--- src/apms_pkg.sv ---
// Notes on behaviour
// - Auto shutdown powers all down after conversion
// - Control register survives any power-down
// - Shutdown entry holds track-and-hold throughout
// - Start rising edge wakes, returns to track
// - Host waits 10 ms after shutdown wake
// - Host idles start line low between conversions
// - Auto standby keeps only reference powered
// - Standby holds until start rising edge wakes
// - Host waits 600 ns or 7 us
// - Full shutdown write powers down, holds
// - Full shutdown lasts until mode rewritten
// - Write of normal wakes from full shutdown
// - Host allows 10 ms after full shutdown
// - Auto modes powered while ready or converting, down after each conversion
// - Host services busy request before next end
// - Reset loads normal mode, all powered
// - Busy high from start fall to completion
package apms_pkg;
    localparam int CLK_PERIOD_NS = 100;
    localparam int PM_W = 2;
    localparam logic [1:0] PM_NORMAL = 2'h0;
    localparam logic [1:0] PM_AUTO_SHDN = 2'h1;
    localparam logic [1:0] PM_AUTO_STBY = 2'h2;
    localparam logic [1:0] PM_FULL_SHDN = 2'h3;
    localparam int SHDN_WAKE_MS = 10;
    localparam int STBY_EXT_WAKE_NS = 600;
    localparam int STBY_INT_WAKE_US = 7;
    localparam int SHDN_WAKE_CYC = SHDN_WAKE_MS * 1000000 / CLK_PERIOD_NS;
    localparam int STBY_EXT_WAKE_CYC =
        (STBY_EXT_WAKE_NS + CLK_PERIOD_NS - 1) / CLK_PERIOD_NS;
    localparam int STBY_INT_WAKE_CYC =
        (STBY_INT_WAKE_US * 1000 + CLK_PERIOD_NS - 1) / CLK_PERIOD_NS;
    // Conversion length in clock cycles
    localparam int CONV_CYC = 14;
    localparam int CNT_W = 24;
    typedef enum logic [1:0] {
        APMS_OFF = 2'h0,
        APMS_WAKING = 2'h1,
        APMS_READY = 2'h2,
        APMS_CONVERTING = 2'h3
    } apms_state_e;
endpackage : apms_pkg

--- src/apms_if.sv ---
`timescale 1ns/10ps
interface apms_if;
    logic conversion_start_n;
    logic wr_stb;
    logic [1:0] wr_mode;
    logic busy;
    logic track;
    logic powered;
    modport device (input conversion_start_n, input wr_stb, input wr_mode,
        output busy, output track, output powered);
    modport host (output conversion_start_n, output wr_stb,
        output wr_mode, input busy, input track, input powered);
endinterface : apms_if

--- src/apms_device.sv ---
`timescale 1ns/10ps
module apms_device #(
    parameter int SHDN_CYC = apms_pkg::SHDN_WAKE_CYC
) (
    // Clock and reset
    input wire logic sys_clk_i,
    input wire logic srst_i,
    // Link
    apms_if.device lnk,
    // Board and status
    input wire logic ext_ref_i,
    output logic [1:0] power_mode_o,
    output logic ref_on_o
);
    import apms_pkg::*;
    apms_state_e state;
    logic [1:0] mode;
    logic cs_q;
    logic wr_q;
    logic [CNT_W-1:0] cnt;
    logic [CNT_W-1:0] wake_cyc;
    logic cs_rise;
    logic cs_fall;
    logic wr_rise;
    logic conv_done;
    logic armed;
    assign cs_rise = lnk.conversion_start_n && !cs_q;
    assign cs_fall = !lnk.conversion_start_n && cs_q;
    assign wr_rise = lnk.wr_stb && !wr_q;
    assign conv_done = (state == APMS_CONVERTING) &&
        (cnt == CNT_W'(CONV_CYC - 1));
    always_comb begin
        if (mode == PM_AUTO_STBY) begin
            wake_cyc = ext_ref_i ? CNT_W'(STBY_EXT_WAKE_CYC)
                : CNT_W'(STBY_INT_WAKE_CYC);
        end else begin
            wake_cyc = CNT_W'(SHDN_CYC);
        end
    end
    always_ff @(posedge sys_clk_i) begin
        if (srst_i) begin
            // Matches the idle low start line, so no false fall
            cs_q <= 1'b0;
            wr_q <= 1'b0;
        end else begin
            cs_q <= lnk.conversion_start_n;
            wr_q <= lnk.wr_stb;
        end
    end
    // Hold after reset until the first start rise or wake
    always_ff @(posedge sys_clk_i) begin
        if (srst_i) begin
            armed <= 1'b0;
        end else if (cs_rise || state == APMS_WAKING) begin
            armed <= 1'b1;
        end
    end
    // Mode only changes by write; power state never touches it
    always_ff @(posedge sys_clk_i) begin
        if (srst_i) begin
            mode <= PM_NORMAL;
        end else if (wr_rise) begin
            mode <= lnk.wr_mode;
        end
    end
    always_ff @(posedge sys_clk_i) begin
        if (srst_i) begin
            state <= APMS_READY;
            cnt <= '0;
        end else if (wr_rise && lnk.wr_mode == PM_FULL_SHDN) begin
            state <= APMS_OFF;
            cnt <= '0;
        end else if (wr_rise && state == APMS_OFF &&
            lnk.wr_mode == PM_NORMAL) begin
            state <= APMS_WAKING;
            cnt <= '0;
        end else begin
            case (state)
                APMS_OFF: begin
                    // Full shutdown ignores the start line
                    if (cs_rise && mode != PM_FULL_SHDN) begin
                        state <= APMS_WAKING;
                        cnt <= '0;
                    end
                end
                APMS_WAKING: begin
                    if (cnt >= wake_cyc - CNT_W'(1)) begin
                        state <= APMS_READY;
                        cnt <= '0;
                    end else begin
                        cnt <= cnt + CNT_W'(1);
                    end
                    // Early start still converts; data may be invalid
                    if (cs_fall) begin
                        state <= APMS_CONVERTING;
                        cnt <= '0;
                    end
                end
                APMS_READY: begin
                    if (cs_fall) begin
                        state <= APMS_CONVERTING;
                        cnt <= '0;
                    end
                end
                APMS_CONVERTING: begin
                    if (conv_done) begin
                        cnt <= '0;
                        if (mode == PM_AUTO_SHDN ||
                            mode == PM_AUTO_STBY) begin
                            state <= APMS_OFF;
                        end else begin
                            state <= APMS_READY;
                        end
                    end else begin
                        cnt <= cnt + CNT_W'(1);
                    end
                end
                default: state <= APMS_READY;
            endcase
        end
    end
    // Outputs registered from the current state, so they show it one cycle late
    always_ff @(posedge sys_clk_i) begin
        if (srst_i) begin
            lnk.busy <= 1'b0;
            lnk.track <= 1'b0;
            lnk.powered <= 1'b1;
            ref_on_o <= 1'b1;
            power_mode_o <= PM_NORMAL;
        end else begin
            lnk.busy <= (state == APMS_CONVERTING) && !conv_done;
            // Hold whenever off or converting
            lnk.track <= (state == APMS_WAKING) ||
                (state == APMS_READY && armed);
            lnk.powered <= (state == APMS_READY) ||
                (state == APMS_CONVERTING);
            ref_on_o <= (state != APMS_OFF) || (mode == PM_AUTO_STBY);
            power_mode_o <= mode;
        end
    end
endmodule : apms_device

--- src/flat_wrapper.sv ---
// flat-port wrapper written by rule: the top's interface ports become plain ports
module apms_device_flat import apms_pkg::*;
#(
    parameter int SHDN_CYC = apms_pkg::SHDN_WAKE_CYC
)
  (sys_clk_i, srst_i, ext_ref_i, power_mode_o, ref_on_o, lnk_conversion_start_n, lnk_wr_stb, lnk_wr_mode, lnk_busy, lnk_track, lnk_powered);
  apms_if lnk_i ();
  input wire logic sys_clk_i;
  input wire logic srst_i;
  input wire logic ext_ref_i;
  output logic [1:0] power_mode_o;
  output logic ref_on_o;
  input wire logic [$bits(lnk_i.conversion_start_n)-1:0] lnk_conversion_start_n;
  input wire logic [$bits(lnk_i.wr_stb)-1:0] lnk_wr_stb;
  input wire logic [$bits(lnk_i.wr_mode)-1:0] lnk_wr_mode;
  output wire logic [$bits(lnk_i.busy)-1:0] lnk_busy;
  output wire logic [$bits(lnk_i.track)-1:0] lnk_track;
  output wire logic [$bits(lnk_i.powered)-1:0] lnk_powered;
  assign lnk_i.conversion_start_n = lnk_conversion_start_n;
  assign lnk_i.wr_stb = lnk_wr_stb;
  assign lnk_i.wr_mode = lnk_wr_mode;
  assign lnk_busy = lnk_i.busy;
  assign lnk_track = lnk_i.track;
  assign lnk_powered = lnk_i.powered;
  apms_device #(.SHDN_CYC(SHDN_CYC)) u_core (.sys_clk_i(sys_clk_i), .srst_i(srst_i), .lnk(lnk_i), .ext_ref_i(ext_ref_i), .power_mode_o(power_mode_o), .ref_on_o(ref_on_o));
endmodule
--- config.mk ---
export PLATFORM = sky130hd
export DESIGN_NAME = apms_device_flat
export DESIGN_NICKNAME = d
export VERILOG_FILES = /design/src/apms_pkg.sv /design/src/apms_if.sv /design/src/apms_device.sv /design/src/flat_wrapper.sv
export SDC_FILE = /design/constraint.sdc
export NUM_CORES = 1
export LEC_CHECK = 0
export ABC_CLOCK_PERIOD_IN_PS = 3000
export BUFFER_PORTS_ARGS = -buffer_cell sky130_fd_sc_hd__buf_2
export CAP_MARGIN = 40
export CORE_ASPECT_RATIO = 1.4
export CORE_MARGIN = 10
export CORE_UTILIZATION = 36
export CTS_CLUSTER_DIAMETER = 50
export CTS_CLUSTER_SIZE = 8
export DETAILED_ROUTE_END_ITERATION = 12
export MAX_ROUTING_LAYER = met4
export SYNTH_ARGS = -nofsm -noshare
export SYNTH_HDL_FRONTEND = slang
export SYNTH_SLANG_ARGS = --single-unit
--- constraint.sdc ---
create_clock -name sys_clk_i -period 3 [get_ports sys_clk_i]
set_clock_uncertainty 0.15 [all_clocks]
set_input_delay 0.15 -clock sys_clk_i [delete_from_list [all_inputs] [get_ports sys_clk_i]]
set_output_delay 0.15 -clock sys_clk_i [all_outputs]
set_load 0.02 [all_outputs]
== Word level (Yosys, flattened, before mapping) ==
Cells that the tools add are included.
Cells by class
  muxes and demuxes: 17
  reductions and logical operators: 27
  add/sub/neg operators: 2
  eq/ne operators: 18
  $lt $le $gt $ge: 1
Operator list (number)
  two-way mux 24 bit: 6
  one-hot mux 24 bit (4 select lines): 1
  adder 24 x 1 -> 24 bit (second input constant): 1
  == test 24 x 4 -> 1 bit (second input constant): 1
  greater-or-equal comparator 24 bit: 1
  subtractor 24 x 1 -> 24 bit (second input constant): 1
  two-way mux 2 bit: 8
  logical AND 1 bit: 10
  == test 2 bit (second input constant): 4
  != test 4 x 1 -> 1 bit (second input constant): 2
  != test 4 x 3 -> 1 bit (second input constant): 2
  one-hot mux 2 bit (4 select lines): 1
  AND reduction 4 bit: 2
  two-way mux 7 bit: 1
  != test 3 x 1 -> 1 bit (second input constant): 2
  logical OR 1 bit: 5
  != test 5 x 4 -> 1 bit (second input constant): 1
  == test 2 x 1 -> 1 bit (second input constant): 2
  logical NOT 1 bit: 4
  logical NOT 2 bit: 2
  != test 2 bit (second input constant): 2
  != test 3 bit (second input constant): 1
  OR reduction 3 bit: 1
  != test 2 x 1 -> 1 bit (second input constant): 1
  other kinds (3): 3
Storage, ports and cells
  logic and storage cells: 77
  bits of input ports: 7
  bits in registers: 37

== Depth between registers and ports, before layout ==
  word-level depth: 9
  depth in mapped cells: 11
  gate-level depth less buffers: 10

== Worst setup path after synthesis ==
Ideal clock, no wire load.
  path kind: register -> register
  start point: register u_core.mode[0]
  end point: register u_core.cnt[23]
  stages on the path, launching flop included: 11
  data arrival time: 2477 ps
  required time: 2776 ps
  buffers on the path: 1
  slack: 298 ps
  clock period less this slack: 2702 ps
  cell sequence: dfxtp_1 > inv_1 > ha_1 > ha_1 > a21oi_1 > o21ai_0 > a2111o_1 > o21a_1 > buf_2 > or4_1 > a31oi_1
Between the ends
  word-level cells in the longest chain between the ends: 7
  elaborated cells between the ends (all ways): 11
  those cells by class: 1 x add/sub; 1 x order compare; 3 x eq/ne; 4 x mux; 2 x reduce/logical
Ends and longest elaborated chain
  from (decl): line apms_device.sv:17  | logic [1:0] mode;
  from (signal assigned): line apms_device.sv:63  | mode <= lnk.wr_mode;
  == test 2 bit: line apms_device.sv:33  | if (mode == PM_AUTO_STBY) begin
  two-way mux 24 bit: line apms_device.sv:33
  subtractor 24 x 1 -> 24 bit: line apms_device.sv:87  | if (cnt >= wake_cyc - CNT_W'(1)) begin
  greater-or-equal comparator 24 bit: line apms_device.sv:87
  two-way mux 24 bit: line apms_device.sv:87
  two-way mux 24 bit: line apms_device.sv:94  | if (cs_fall) begin
  one-hot mux 24 bit (4 select lines): line apms_device.sv:78  | case (state)
  to (signal assigned): line apms_device.sv:91  | cnt <= cnt + CNT_W'(1);
  to (signal assigned): line apms_device.sv:115  | cnt <= cnt + CNT_W'(1);
  to (decl): line apms_device.sv:20  | logic [CNT_W-1:0] cnt;
Parallel ways exist; a longest one is shown, timed or not.
A chain may end at the register's enable or synchronous reset.

== Final worst setup path ==
  start point: register u_core.mode[0]
  end point: register u_core.cnt[19]
Same word-level chain as after synthesis.

==> flow_summary.toml <==
[setup_path]
reg2reg_slack_ps = 220
endpoint = "u_core.cnt[19]"
setup.worst_path.class = "reg -> reg"
critPathLaunchType = "register"
crit_chain = "inv_1 > ha_4 > buf_4 > ha_1 > a21oi_2 > o211ai_1 > o211a_1 > o21a_1 > buf_4 > or4_1 > a31oi_1"
cpMaxStageDelayCell = "or4_1"
cp.arrival_ps = 2840
crit_fanout = 11
cp_common_cell = "buf_4"
r2r-start = "u_core.mode[0]"
worstPathRequired_ps = 3070
cp-end-kind = "register"
critical_path.startpoint = "u_core.mode[0]"
reg2reg_depth = 11
cpPeakStageDelay_ps = 400
reg2reg_to = "u_core.cnt[19]"

[die]
rows = 33
coreArea_sq_um = 5900
dieArea_sq_um = 9710
start_util_pct = 37.4
io_pins = 13
die_y_microns = 113
die_w_microns = 86.2

[timing]
setup_tns_ps = 0
drv_slew = 0
rsz0062_at_grt = "no"
tightest_slew_ps = 626
fin_crit_sh_pct = 92.6
setup_viol = 0
maxSlewHeadroom_pct = 57.9
fin_crit_ps = 2780
finalHoldViolations = 0
max_freq_mhz = 360
setup_slack_ps = 223

[route]
final_antenna_net_count = 0
dr.pass1.iters = 4
wirelength_mm = 5.58
vias = 2131
viasPerCell = 5.65
wl_per_cell_microns = 14.8
drtIter0Drc = 80
drc_errors = 0

[clocking]
cts_buffers = 5
cts_tree = "yes"
clk_latency_ps = 290
clock-sinks = 37
htree_levels = 2
clockRootBuffer = "clkbuf_8"
clock_path_buffers = 2
clkTransAtPathRegs_ps = 70

[yosys]
syn_inst = 283
netlist-cell-type-count = 43
ys_warn_count = 0
ys_seq_area_share_pct = 33.6
synth-async-reset-ratio_pct = 0
ys.flop_type = "dfxtp_1"
yosys_register_bits = 37
synth_edf_count = 0
avgSynthCellArea_sq_um = 7.80
synthesis.area_sq_um = 2210

[global_route]
grt_max_degree = 25
use_met1_pct = 13.2
track_usage_pct = 12.0
grt_pass1_vias = 2068
top_usage_layer = "met2"
grt_use_met3_pct = 2.75
grt_use_met2_pct = 20.4
overflow = 0
antenna_found_initial = 0
grt_first_pass_wirelength_mm = 9.57

[final_layout]
syn2layout_area_growth_pct = 14.2
drive_above_1_share_pct = 11.4
nets = 330
layoutNonFillerInstCount = 377
antennaDiodeCount = 0
most-common-layout-cells = "nand2_1, dfxtp_1, nand3_1"

[placement]
io_buffer_count = 12
place.gp.congestion = 0.831
hpwl_mm = 4.06
pre_cts_ws_ps = 128
dp.cells = 366

[power_and_ir_drop]
clock_power_share_pct = 34.7
p_switching_w = 0.000262
powerDensity_nw_per_um2 = 386
leakagePower_nw = 0.909
internal_power_w = 0.000711
switching_share_pct = 26.9
p_comb_share_pct = 12.6
max-vdd-ir-drop_v = 0.000147
p_seq_share_pct = 52.7

[hold_path]
hold_class = "in -> reg"

[flow_run]
drv_cap = 0

[run_status]
status = "complete, no violations"
==> critical path: cells and delay by family, from the launching register on <==
| family | cells | cell delay [ps] |
|---|---|---|
| AO/OA/AOI/OAI | 5 | 880 |
| flip-flops | 1 | 340 |
| adder cells (fa/ha/maj) | 2 | 520 |
| AND/OR/NAND/NOR | 1 | 400 |
| buffers and inverters | 3 | 420 |
==> per-stage QoR <==
step	total power [W]	util (%)	cell area (sq um)	hold slack (ps)
4_1_cts	0.000987	42.4	2500	11.5
3_3_place_gp	0.000640	40.6	2390	229
3_5_place_dp	0.000640	40.6	2390	240
6_report	0.000973	42.7	2520	16.6
5_1_grt	0.00102	42.7	2520	46.1
2_1_floorplan	0.000600	-	2220	100
==> cell families (layout without fill, tap and decap cells) <==
| kind of cell | Yosys count | after routing | synth area share (%) |
|---|---|---|---|
| simple gates | 143 | 143 | 33.4 |
| flops | 37 | 37 | 33.6 |
| mux | 1 | 1 | 0.454 |
| fa+ha+maj | 17 | 17 | 9.64 |
| buf+inv | 22 | 43 | 4.20 |
| compound gates | 59 | 59 | 17.3 |
| xor+xnor | 3 | 3 | 1.19 |
| other cells | 1 | 4 | 0.170 |
==> sequential cells by signal, summed over array words and instances (netlist names) <==
register / flops
u_core.power_mode_o: 2
u_core.cnt: 24
u_core.state: 2
u_core.cs_q: 1
u_core.wr_q: 1
u_core.lnk.powered: 1
u_core.armed: 1
u_core.lnk.track: 1
u_core.lnk.busy: 1
u_core.mode: 2
u_core.ref_on_o: 1
==> what timing repair did <==
| action | CTS | global route |
|---|---|---|
| hold buffers | 3 | 0 |
| setup endpoints to repair | 0 | 14 |
| gates resized for setup | 0 | 4 |
| buffers inserted | 0 | 0 |
| endpoints found under the hold margin | 3 | 0 |
==> worst min-delay path by stage <==
stage	from	end	slack [ps]	cells after the start
finish	lnk_wr_mode[1]	u_core.mode[1]	20	3
detailed placement	lnk_conversion_start_n	u_core.cs_q	240	2
global route	lnk_wr_mode[1]	u_core.mode[1]	50	3
CTS	lnk_wr_mode[1]	u_core.mode[1]	10	3
floorplan	srst_i	u_core.ref_on_o	100	1
global placement	lnk_wr_stb	u_core.wr_q	230	2
==> metal layers <==
metal / wire [microns] / vias to the layer above / part of all wire [%]
li1: - / 1089 / -
met1: 2560 / 997 / 46
met2: 2680 / 34 / 48
met3: 215 / 11 / 3.9
met4: 122 / 0 / 2.2
met5: 0 / - / 0
==> power groups by stage <==
stage / Sequential [W] / Combinational, W / Clock (W)
detailed placement: 0.000524 / 0.000117 / 0
finish: 0.000513 / 0.000122 / 0.000337
floorplan: 0.000524 / 0.0000762 / 0
global route: 0.000514 / 0.000137 / 0.000366
CTS: 0.000512 / 0.000120 / 0.000354
global placement: 0.000524 / 0.000117 / 0
==> synthesized netlist by cell type, types with 2 or more instances <==
library cell | instances | area share (%)
nor2b_1 | 10 | 2.8
clkbuf_1 | 7 | 1.2
nand4_1 | 5 | 1.4
nor4_1 | 5 | 1.4
xnor2_1 | 2 | 0.79
a211oi_1 | 3 | 1.0
o21ai_1 | 3 | 0.68
nand2b_1 | 3 | 0.85
a31oi_1 | 16 | 4.5
or4_1 | 8 | 2.7
o211ai_1 | 6 | 2.0
o31ai_1 | 4 | 1.4
nor3_1 | 7 | 1.6
a21oi_1 | 17 | 3.9
dfxtp_1 | 37 | 34
or3_1 | 12 | 3.4
nand3b_1 | 2 | 0.68
nand2_1 | 37 | 6.3
ha_1 | 17 | 9.6
buf_2 | 5 | 1.1
o21ai_0 | 3 | 0.68
inv_1 | 8 | 1.4
nand3_1 | 28 | 6.3
nor2_1 | 18 | 3.1
and3_1 | 2 | 0.57
==> final cells by class <==
type	instances	area (sq um)
well taps	70	87.6
inverters	9	33.8
fillers	615	3380
multi-input cells	227	1410
flip-flops and latches	37	741
repair buffers	26	173
clock buffers	8	80.1
No activity file was read; power rests on OpenSTA's default activity.
